## src/core/prgb_consts.svh

```systemverilog
`ifndef PRGB_CONSTS_SVH
`define PRGB_CONSTS_SVH
`define PRGB_COLOR_BITS  8
`define PRGB_LINE_PIXELS 480
`define PRGB_FRAME_LINES 272
`define PRGB_FIFO_DEPTH  8
`define PRGB_PIX_W       24
`define PRGB_CNT_W       10
// synchroniser reset: both active-low syncs at their idle high level
`define PRGB_SYNC_IDLE   29'h0600_0000
`endif

```

## src/core/prgb_pkg.sv

```systemverilog
package prgb_pkg;
	typedef struct packed {
		logic [7:0] red_bits;
		logic [7:0] green_bits;
		logic [7:0] blue_bits;
	} prgb_pixel_s;

	typedef struct packed {
		prgb_pixel_s pix;
		logic        first_in_line;
		logic        first_in_frame;
	} prgb_word_s;

	typedef enum logic [1:0] {
		PRGB_STANDBY   = 2'b00,
		PRGB_WAIT_SYNC = 2'b01,
		PRGB_RUN       = 2'b10
	} prgb_mode_e;
endpackage

```

## src/core/prgb_panel_rx.sv

```systemverilog
`timescale 1ns/1ps
`include "prgb_consts.svh"
// Summary of operation
// - capture inputs on pixel clock rising edge
// - display_on low standby, high display
// - line sync is horizontal reference
// - frame sync is vertical reference
// - pixel_valid qualifies active colour data
module prgb_panel_rx #(
	parameter int LINE_PIXELS = `PRGB_LINE_PIXELS,
	parameter int FRAME_LINES = `PRGB_FRAME_LINES,
	parameter int FIFO_DEPTH  = `PRGB_FIFO_DEPTH
) (
	input  wire logic                   i_clk_sys,
	input  wire logic                   i_reset,
	input  wire logic                   i_pixel_clock,
	input  wire logic                   i_display_on,
	input  wire logic                   i_line_sync_n,
	input  wire logic                   i_frame_sync_n,
	input  wire logic                   i_pixel_valid,
	input  wire logic [7:0]             i_red_bits,
	input  wire logic [7:0]             i_green_bits,
	input  wire logic [7:0]             i_blue_bits,
	output logic                        o_standby,
	output logic                        o_pix_valid,
	input  wire logic                   i_pix_ready,
	output prgb_pkg::prgb_word_s        o_pix,
	output logic [`PRGB_CNT_W-1:0]      o_col,
	output logic [`PRGB_CNT_W-1:0]      o_row,
	output logic                        o_overrun
);
	localparam int WW = $bits(prgb_pkg::prgb_word_s);

	// two-stage synchronisers for every pin
	logic [28:0] sync1;
	logic [28:0] sync2;
	always_ff @(posedge i_clk_sys or posedge i_reset) begin
		if (i_reset) begin
			// idle levels, so no false sync edge follows reset
			sync1 <= `PRGB_SYNC_IDLE;
			sync2 <= `PRGB_SYNC_IDLE;
		end else begin
			sync1 <= {i_pixel_clock, i_display_on, i_line_sync_n,
				i_frame_sync_n, i_pixel_valid, i_red_bits,
				i_green_bits, i_blue_bits};
			sync2 <= sync1;
		end
	end

	logic pclk_s;
	logic display_on_s;
	logic hs_n_s;
	logic vs_n_s;
	logic de_s;
	prgb_pkg::prgb_pixel_s pix_s;
	assign {pclk_s, display_on_s, hs_n_s, vs_n_s, de_s} = sync2[28:24];
	assign pix_s = prgb_pkg::prgb_pixel_s'(sync2[23:0]);
	assign o_standby = !display_on_s;

	// pixel clock rising edge, found from synchronised samples.
	// limitation: data bits are sampled with the clock, so skew between
	// them must stay well under one system clock period
	logic pclk_d;
	logic pclk_rise;
	always_ff @(posedge i_clk_sys or posedge i_reset) begin
		if (i_reset) begin
			pclk_d <= 1'b0;
		end else begin
			pclk_d <= pclk_s;
		end
	end
	assign pclk_rise = pclk_s && !pclk_d;

	// sync levels as seen on the previous pixel clock edge
	logic hs_prev;
	logic vs_prev;
	logic de_prev;
	logic hs_lead;
	logic vs_lead;
	always_ff @(posedge i_clk_sys or posedge i_reset) begin
		if (i_reset) begin
			hs_prev <= 1'b0;
			vs_prev <= 1'b0;
			de_prev <= 1'b0;
		end else if (pclk_rise) begin
			hs_prev <= !hs_n_s;
			vs_prev <= !vs_n_s;
			de_prev <= de_s;
		end
	end
	assign hs_lead = pclk_rise && !hs_n_s && !hs_prev;
	assign vs_lead = pclk_rise && !vs_n_s && !vs_prev;

	prgb_pkg::prgb_mode_e mode;
	prgb_pkg::prgb_mode_e next_mode;
	always_comb begin
		next_mode = mode;
		unique case (mode)
			prgb_pkg::PRGB_STANDBY: begin
				if (display_on_s) begin
					next_mode = prgb_pkg::PRGB_WAIT_SYNC;
				end
			end
			prgb_pkg::PRGB_WAIT_SYNC: begin
				if (!display_on_s) begin
					next_mode = prgb_pkg::PRGB_STANDBY;
				end else if (vs_lead) begin
					next_mode = prgb_pkg::PRGB_RUN;
				end
			end
			prgb_pkg::PRGB_RUN: begin
				if (!display_on_s) begin
					next_mode = prgb_pkg::PRGB_STANDBY;
				end
			end
			default: next_mode = prgb_pkg::PRGB_STANDBY;
		endcase
	end

	always_ff @(posedge i_clk_sys or posedge i_reset) begin
		if (i_reset) begin
			mode <= prgb_pkg::PRGB_STANDBY;
		end else begin
			mode <= next_mode;
		end
	end

	logic running;
	logic take_pix;
	assign running = (mode == prgb_pkg::PRGB_RUN);
	assign take_pix = running && pclk_rise && de_s;

	// column and row positions of the active area
	logic [`PRGB_CNT_W-1:0] col;
	logic [`PRGB_CNT_W-1:0] row;
	logic                   line_used;
	logic                   first_line;
	always_ff @(posedge i_clk_sys or posedge i_reset) begin
		if (i_reset) begin
			col        <= '0;
			row        <= '0;
			line_used  <= 1'b0;
			first_line <= 1'b1;
		end else if (!running || vs_lead) begin
			col        <= '0;
			row        <= '0;
			line_used  <= 1'b0;
			first_line <= 1'b1;
		end else if (hs_lead) begin
			col <= '0;
			if (line_used) begin
				row        <= row + 1'b1;
				first_line <= 1'b0;
			end
			line_used <= 1'b0;
		end else if (take_pix) begin
			col       <= col + 1'b1;
			line_used <= 1'b1;
		end
	end

	prgb_pkg::prgb_word_s wr_word;
	logic                 wr_ready;
	logic                 in_area;
	assign in_area = (col < `PRGB_CNT_W'(LINE_PIXELS)) &&
		(row < `PRGB_CNT_W'(FRAME_LINES));
	assign wr_word.pix            = pix_s;
	assign wr_word.first_in_line  = (col == '0);
	assign wr_word.first_in_frame = (col == '0) && first_line;

	// pixels beyond the documented area are dropped rather than wrapped
	logic push;
	assign push = take_pix && in_area;

	// the link cannot be stalled, so a full fifo can only be reported
	always_ff @(posedge i_clk_sys or posedge i_reset) begin
		if (i_reset) begin
			o_overrun <= 1'b0;
		end else if (push && !wr_ready) begin
			// set wins over the frame-start clear
			o_overrun <= 1'b1;
		end else if (vs_lead) begin
			o_overrun <= 1'b0;
		end
	end

	always_ff @(posedge i_clk_sys or posedge i_reset) begin
		if (i_reset) begin
			o_col <= '0;
			o_row <= '0;
		end else if (push && wr_ready) begin
			o_col <= col;
			o_row <= row;
		end
	end

	logic [WW-1:0] rd_data;
	prgb_fifo #(
		.WIDTH (WW),
		.DEPTH (FIFO_DEPTH)
	) u_fifo (
		.i_clk_sys  (i_clk_sys),
		.i_reset    (i_reset),
		.i_wr_valid (push),
		.o_wr_ready (wr_ready),
		.i_wr_data  (wr_word),
		.o_rd_valid (o_pix_valid),
		.i_rd_ready (i_pix_ready),
		.o_rd_data  (rd_data)
	);
	assign o_pix = prgb_pkg::prgb_word_s'(rd_data);

	standby_no_push_a: assert property (@(posedge i_clk_sys)
		disable iff (i_reset) !display_on_s |-> ##1 !push)
		else $error("pixel accepted in standby");
	invalid_no_push_a: assert property (@(posedge i_clk_sys)
		disable iff (i_reset) push |-> de_s && pclk_rise)
		else $error("pixel taken without valid edge");
	edge_capture_a: assert property (@(posedge i_clk_sys)
		disable iff (i_reset) push |-> !$past(pclk_s))
		else $error("capture off rising edge");
	line_restart_a: assert property (@(posedge i_clk_sys)
		disable iff (i_reset) running && hs_lead && !vs_lead
		|=> col == '0)
		else $error("column not reset by line sync");
	frame_restart_a: assert property (@(posedge i_clk_sys)
		disable iff (i_reset) vs_lead |=> row == '0 && col == '0)
		else $error("row not reset by frame sync");
	col_step_a: assert property (@(posedge i_clk_sys)
		disable iff (i_reset) take_pix && !hs_lead && !vs_lead
		|=> col == $past(col) + 1'b1)
		else $error("column did not advance");
	pixel_path_a: assert property (@(posedge i_clk_sys)
		disable iff (i_reset) push |-> wr_word.pix == sync2[23:0])
		else $error("pixel bits reordered");
	wake_wait_a: assert property (@(posedge i_clk_sys)
		disable iff (i_reset) mode == prgb_pkg::PRGB_STANDBY && display_on_s
		|=> mode == prgb_pkg::PRGB_WAIT_SYNC)
		else $error("no wake on display_on");
	overrun_set_a: assert property (@(posedge i_clk_sys)
		disable iff (i_reset) push && !wr_ready |=> o_overrun)
		else $error("overrun not flagged");
endmodule

```

## src/core/prgb_fifo.sv

```systemverilog
`timescale 1ns/1ps
module prgb_fifo #(
	parameter int WIDTH = 26,
	parameter int DEPTH = 8
) (
	input  wire logic             i_clk_sys,
	input  wire logic             i_reset,
	input  wire logic             i_wr_valid,
	output logic                  o_wr_ready,
	input  wire logic [WIDTH-1:0] i_wr_data,
	output logic                  o_rd_valid,
	input  wire logic             i_rd_ready,
	output logic      [WIDTH-1:0] o_rd_data
);
	localparam int AW = $clog2(DEPTH);
	logic [WIDTH-1:0] mem [DEPTH];
	logic [AW-1:0]    wr_ptr;
	logic [AW-1:0]    rd_ptr;
	logic [AW:0]      count;
	logic             do_wr;
	logic             do_rd;

	assign o_wr_ready = (count != (AW+1)'(DEPTH));
	assign o_rd_valid = (count != '0);
	assign do_wr      = i_wr_valid && o_wr_ready;
	assign do_rd      = o_rd_valid && i_rd_ready;
	assign o_rd_data  = mem[rd_ptr];

	always_ff @(posedge i_clk_sys) begin
		if (do_wr) begin
			mem[wr_ptr] <= i_wr_data;
		end
	end

	always_ff @(posedge i_clk_sys or posedge i_reset) begin
		if (i_reset) begin
			wr_ptr <= '0;
			rd_ptr <= '0;
			count  <= '0;
		end else begin
			if (do_wr) begin
				wr_ptr <= (wr_ptr == AW'(DEPTH-1)) ? '0 : wr_ptr + 1'b1;
			end
			if (do_rd) begin
				rd_ptr <= (rd_ptr == AW'(DEPTH-1)) ? '0 : rd_ptr + 1'b1;
			end
			count <= count + (AW+1)'(do_wr) - (AW+1)'(do_rd);
		end
	end

	// overflow guard
	fifo_no_overflow_a: assert property (@(posedge i_clk_sys)
		disable iff (i_reset) count <= (AW+1)'(DEPTH))
		else $error("fifo count above depth");
endmodule

```

## config.mk

```make
export PLATFORM = sky130hd
export DESIGN_NAME = prgb_panel_rx
export DESIGN_NICKNAME = d
export VERILOG_FILES = /design/src/core/prgb_pkg.sv /design/src/core/prgb_panel_rx.sv /design/src/core/prgb_fifo.sv
export VERILOG_INCLUDE_DIRS = /design/src /design/src/core
export SDC_FILE = /design/constraint.sdc
export NUM_CORES = 1
export LEC_CHECK = 0
export BUFFER_PORTS_ARGS = -buffer_cell sky130_fd_sc_hd__buf_2
export CAP_MARGIN = 15
export CORE_ASPECT_RATIO = 0.75
export CORE_MARGIN = 2
export CORE_UTILIZATION = 45
export DETAILED_ROUTE_END_ITERATION = 8
export PLACE_DENSITY = 0.66
export SLEW_MARGIN = 20
export SYNTH_ARGS = -nofsm -noshare
export SYNTH_HDL_FRONTEND = slang
export SYNTH_SLANG_ARGS = --single-unit
```

## constraint.sdc

```tcl
create_clock -name i_clk_sys -period 6.1 [get_ports i_clk_sys]
set_input_delay 1.525 -clock i_clk_sys [delete_from_list [all_inputs] [get_ports i_clk_sys]]
set_output_delay 1.525 -clock i_clk_sys [all_outputs]
set_load 0.03 [all_outputs]
```

==> PnR_summary.wiki <==
{| class="wikitable"
! Metric !! Value
|-
| Leakage || 5.19 nW
|-
| Number of enable flip-flop cells after synthesis || 208
|-
| Starting density of the core || 0.461
|-
| Clock tree from TritonCTS || built
|-
| Worst min path class || reg2reg
|-
| Total count of hold-check failures in the final report || 0
|-
| Number of cell rows || 51
|-
| Clock transition at path regs || 60 ps
|-
| Multiplexer share of the synthesized area || 0.144
|-
| Highest Clock Rate || 241 MHz
|-
| Buffer cell driving the clock tree root || clkbuf_16
|-
| Final std cells w/o fill || 1076
|-
| Unrepaired setup endpoints after global routing || false
|-
| Total Routing Usage GR || 0.162
|-
| Final RePlAce weighted congestion || 0.735
|-
| Via total after detailed routing || 5785
|-
| Final count of negative-setup-slack endpoints || 0
|-
| Slew at the pin closest to its max-slew limit || 1010 ps
|-
| Post-synthesis instance area || 0.0120 mm²
|-
| Primary FF master, synth || edfxtp_1
|-
| Maximum vdd ir drop || 0.000342 V
|-
| Synth cell count leaders || 208 x edfxtp_1, 111 x dfrtp_1, 52 x mux4_2
|-
| Share of total power consumed by net switching || 0.277
|-
| Net load switching power || 1.55 mW
|-
| Wire length of the first global-routing pass || 34.8 mm
|-
| Sequential fraction of the synthesis area || 0.761
|-
| Post-Synth Adder-Cell Area || 0.0152
|-
| Synthesized-area fraction occupied by and/or/nand/nor cells || 0.0442
|-
| Number of buffers created by CTS || 31
|-
| Detailed-routing iteration count for the pre-antenna-repair pass || 4
|-
| WL/cell || 20.8 µm
|-
| Dpl hpwl || 12.4 mm
|-
| Core Footprint || 0.0261 mm²
|-
| Detail-routed via count per cell || 5.38
|-
| H-tree level count || 1
|-
| I/O Pins || 81
|-
| Gate Count Post-Synth || 604
|-
| Sequential Power Share || 0.446
|-
| Total congestion overflow after global routing || 0
|-
| Clock group share of total power || 0.337
|-
| Max-cap check violation count || 0
|-
| Number of register bits inferred by synthesis || 324
|-
| Worst Path Required || 4580 ps
|-
| DIE AREA || 0.0281 mm²
|-
| Clock Skews || 15.8 ps
|-
| Total placed cells including tap cells || 1017
|-
| Layout net count || 754
|-
| Largest net degree at the start of global routing || 73
|-
| Die boundary width || 193 µm
|-
| Setup Crit Path Kind || reg2out
|-
| Tmin final || 4150 ps
|-
| Crit. End Element || output pin
|-
| Buffers inserted by post-CTS timing repair || 0
|-
| Total count of max-transition violations in the final report || 0
|-
| Top cell type's share of synthesized area || 0.519
|-
| Resized Gates After CTS || 0
|-
| Count of cell types in the netlist || 44
|-
| P per Cell Area || 401 mW/mm²
|-
| Top cells by area in the synthesized netlist || edfxtp_1 52%, dfrtp_1 23%, mux4_2 9.7%
|-
| Number of buffers between clock root and the deepest sink || 3
|-
| Sinks on the clock net || 324
|-
| Cts-stage hold buffer count || 0
|-
| Number of synthesis warnings || 0
|-
| Via count of the first global-routing pass || 6066
|-
| Dominant combinational cell family by area after synthesis || multiplexers
|-
| Post-Syn Area per Cell || 19.9 µm²
|-
| Worst slew margin relative to its limit || 0.320
|-
| Data arrival time of the critical path || 2620 ps
|-
| Max Fanout on Critical Path || 34
|-
| Chip Height || 146 µm
|-
| Filler cell count in the final layout || 2015
|-
| Post-Route Utilization || 0.534
|-
| Final WL || 22.4 mm
|-
| Post-route fraction of the period consumed by the critical path || 0.680
|-
| Run status || completed
|-
| Total internal power || 4.04 mW
|-
| Post-detailed-route DRC marker count || 0
|-
| Summed negative setup slack over all endpoints || 0 ps
|-
| Area growth from synthesis to layout || 15.8%
|-
| Power share of the combinational group || 0.217
|-
| DRC violation total after the first TritonRoute iteration || 388
|-
| Xor/xnor cell area share of the yosys netlist || 0.0124
|-
| Most area-hungry cell type in the Yosys netlist || edfxtp_1
|-
| Synth async-reset ratio || 0.358
|-
| Buffers on Ports || 80
|-
| Post-Syn Nets || 650
|-
| Share of layout cells above drive strength 1 || 0.363
|-
| Most repeated cell in the gate-level netlist after synthesis || edfxtp_1
|-
| Total inserted antenna cells || 0
|-
| Nature of the critical path startpoint || register
|-
| Clock network latency to the later pin of the worst-skew pair || 550 ps
|-
| Routed Antenna Nets || 0
|-
| Area fraction in compound gates after synthesis || 0.00821
|-
| Number of antenna violations at the first check in global routing || 0
|}
==> layer usage <==
layer	share of wire	track usage	vias to the layer above
met1	0.46	0.248	3062
met2	0.47	0.244	133
met5	0	0	-
met3	0.046	0.0272	33
met4	0.021	0.0393	0
li1	-	-	2557
==> layout by cell type (no fill, tap or decap), types with 2 or more instances in the layout <==
cell type   Yosys  routed
buf_2           6      80
dfstp_2         5       5
nor4_2          0       2
nor4b_2         0       4
nor2_1         20      20
nor3_1          5       3
dfrtp_1       111     109
nand3_1        12      12
and2_1          3       3
o21ai_0         5       5
ha_1           13      13
a21oi_1         7       7
or3_1           3       3
and3_1          4       4
edfxtp_1      208     208
mux2_2         49      49
buf_4           1      11
xor2_1         13      13
clkinvlp_4      0       3
mux4_2         52      52
xnor2_1         4       4
inv_1          16      15
clkbuf_16       0      32
a21o_1          3       3
clkbuf_1       11       6
nor3_2          0       2
clkbuf_8        1       3
bufinv_16       0       2
nand2_1        12      12
clkinv_2        0       7
nand4_1         8       8
nor4_1          4       2
nor2b_1         3       3
and4_1          2       2
clkinv_4        0       2
==> final timing paths <==
path / start / endpoint / slack, ps / cells after the start
max in group asynchronous: i_reset / row[9]$_DFFE_PP0P_ / 3880 / 3
worst min register to register: sync1[18]$_DFF_PP0_ / sync2[18]$_DFF_PP0_ / 350 / 0
worst max-delay path: u_fifo.rd_ptr[0]$_DFFE_PP0P_ / o_pix[2] / 1950 / 4
min in group asynchronous: i_reset / sync1[18]$_DFF_PP0_ / 1100 / 2
worst min-delay path: sync1[18]$_DFF_PP0_ / sync2[18]$_DFF_PP0_ / 350 / 0
worst max register to register: pclk_d$_DFF_PP0_ / u_fifo.mem[2][17]$_DFFE_PP_ / 3040 / 5
==> cells by family after synthesis <==
logic type,Yosys count
muxes,102
AOI/OAI and AO/OA,17
adders and majority gates,14
xor gates and xnor gates,17
buffers and inverters,38
DFF,324
and+or+nand+nor,92
==> flip-flops by register name, summed over array words and instances (netlist names), 2 cells and up <==
register,count
col,10
mode,2
o_col,10
o_row,10
row,10
sync1,29
sync2,29
u_fifo.count,4
u_fifo.mem,208
u_fifo.rd_ptr,3
u_fifo.wr_ptr,3
==> critical path: stages (launching register included) <==
cell and delay [ps]:
dfrtp_4 710, buf_16 310, mux4_2 530, mux2_2 310, buf_2 190
==> per-stage QoR <==
| step | setup slack [ps] | power, mW | hold WS, ps | area (µm²) |
|---|---|---|---|---|
| after global placement | 2280 | 3.73 | 333 | 12900 |
| after floorplan | 1510 | 3.46 | 331 | 12000 |
| after global routing | 1800 | 5.83 | 355 | 13900 |
| after detailed placement | 2250 | 3.76 | 335 | 12900 |
| after CTS | 1650 | 5.65 | 349 | 13900 |
| final | 1950 | 5.60 | 346 | 13900 |
==> layout make-up <==
type | instances | area, µm² | share of cell area
sequential | 324 | 9160 | 0.657
multi-input combinational | 242 | 2740 | 0.197
clock buffer | 41 | 865 | 0.0620
timing repair buffer | 93 | 526 | 0.0377
tap | 344 | 430 | 0.0309
clock inverter | 16 | 150 | 0.0108
inverter | 16 | 65.1 | 0.00467
==> power by group through the flow <==
stage | registers, mW | logic [mW] | clock network [mW]
floorplan | 2.46 | 1.00 | 0
global placement | 2.61 | 1.12 | 0
detailed placement | 2.61 | 1.14 | 0
CTS | 2.57 | 1.15 | 1.93
global route | 2.51 | 1.30 | 2.02
finish | 2.50 | 1.21 | 1.88
No activity file was read; power rests on OpenSTA's default activity.
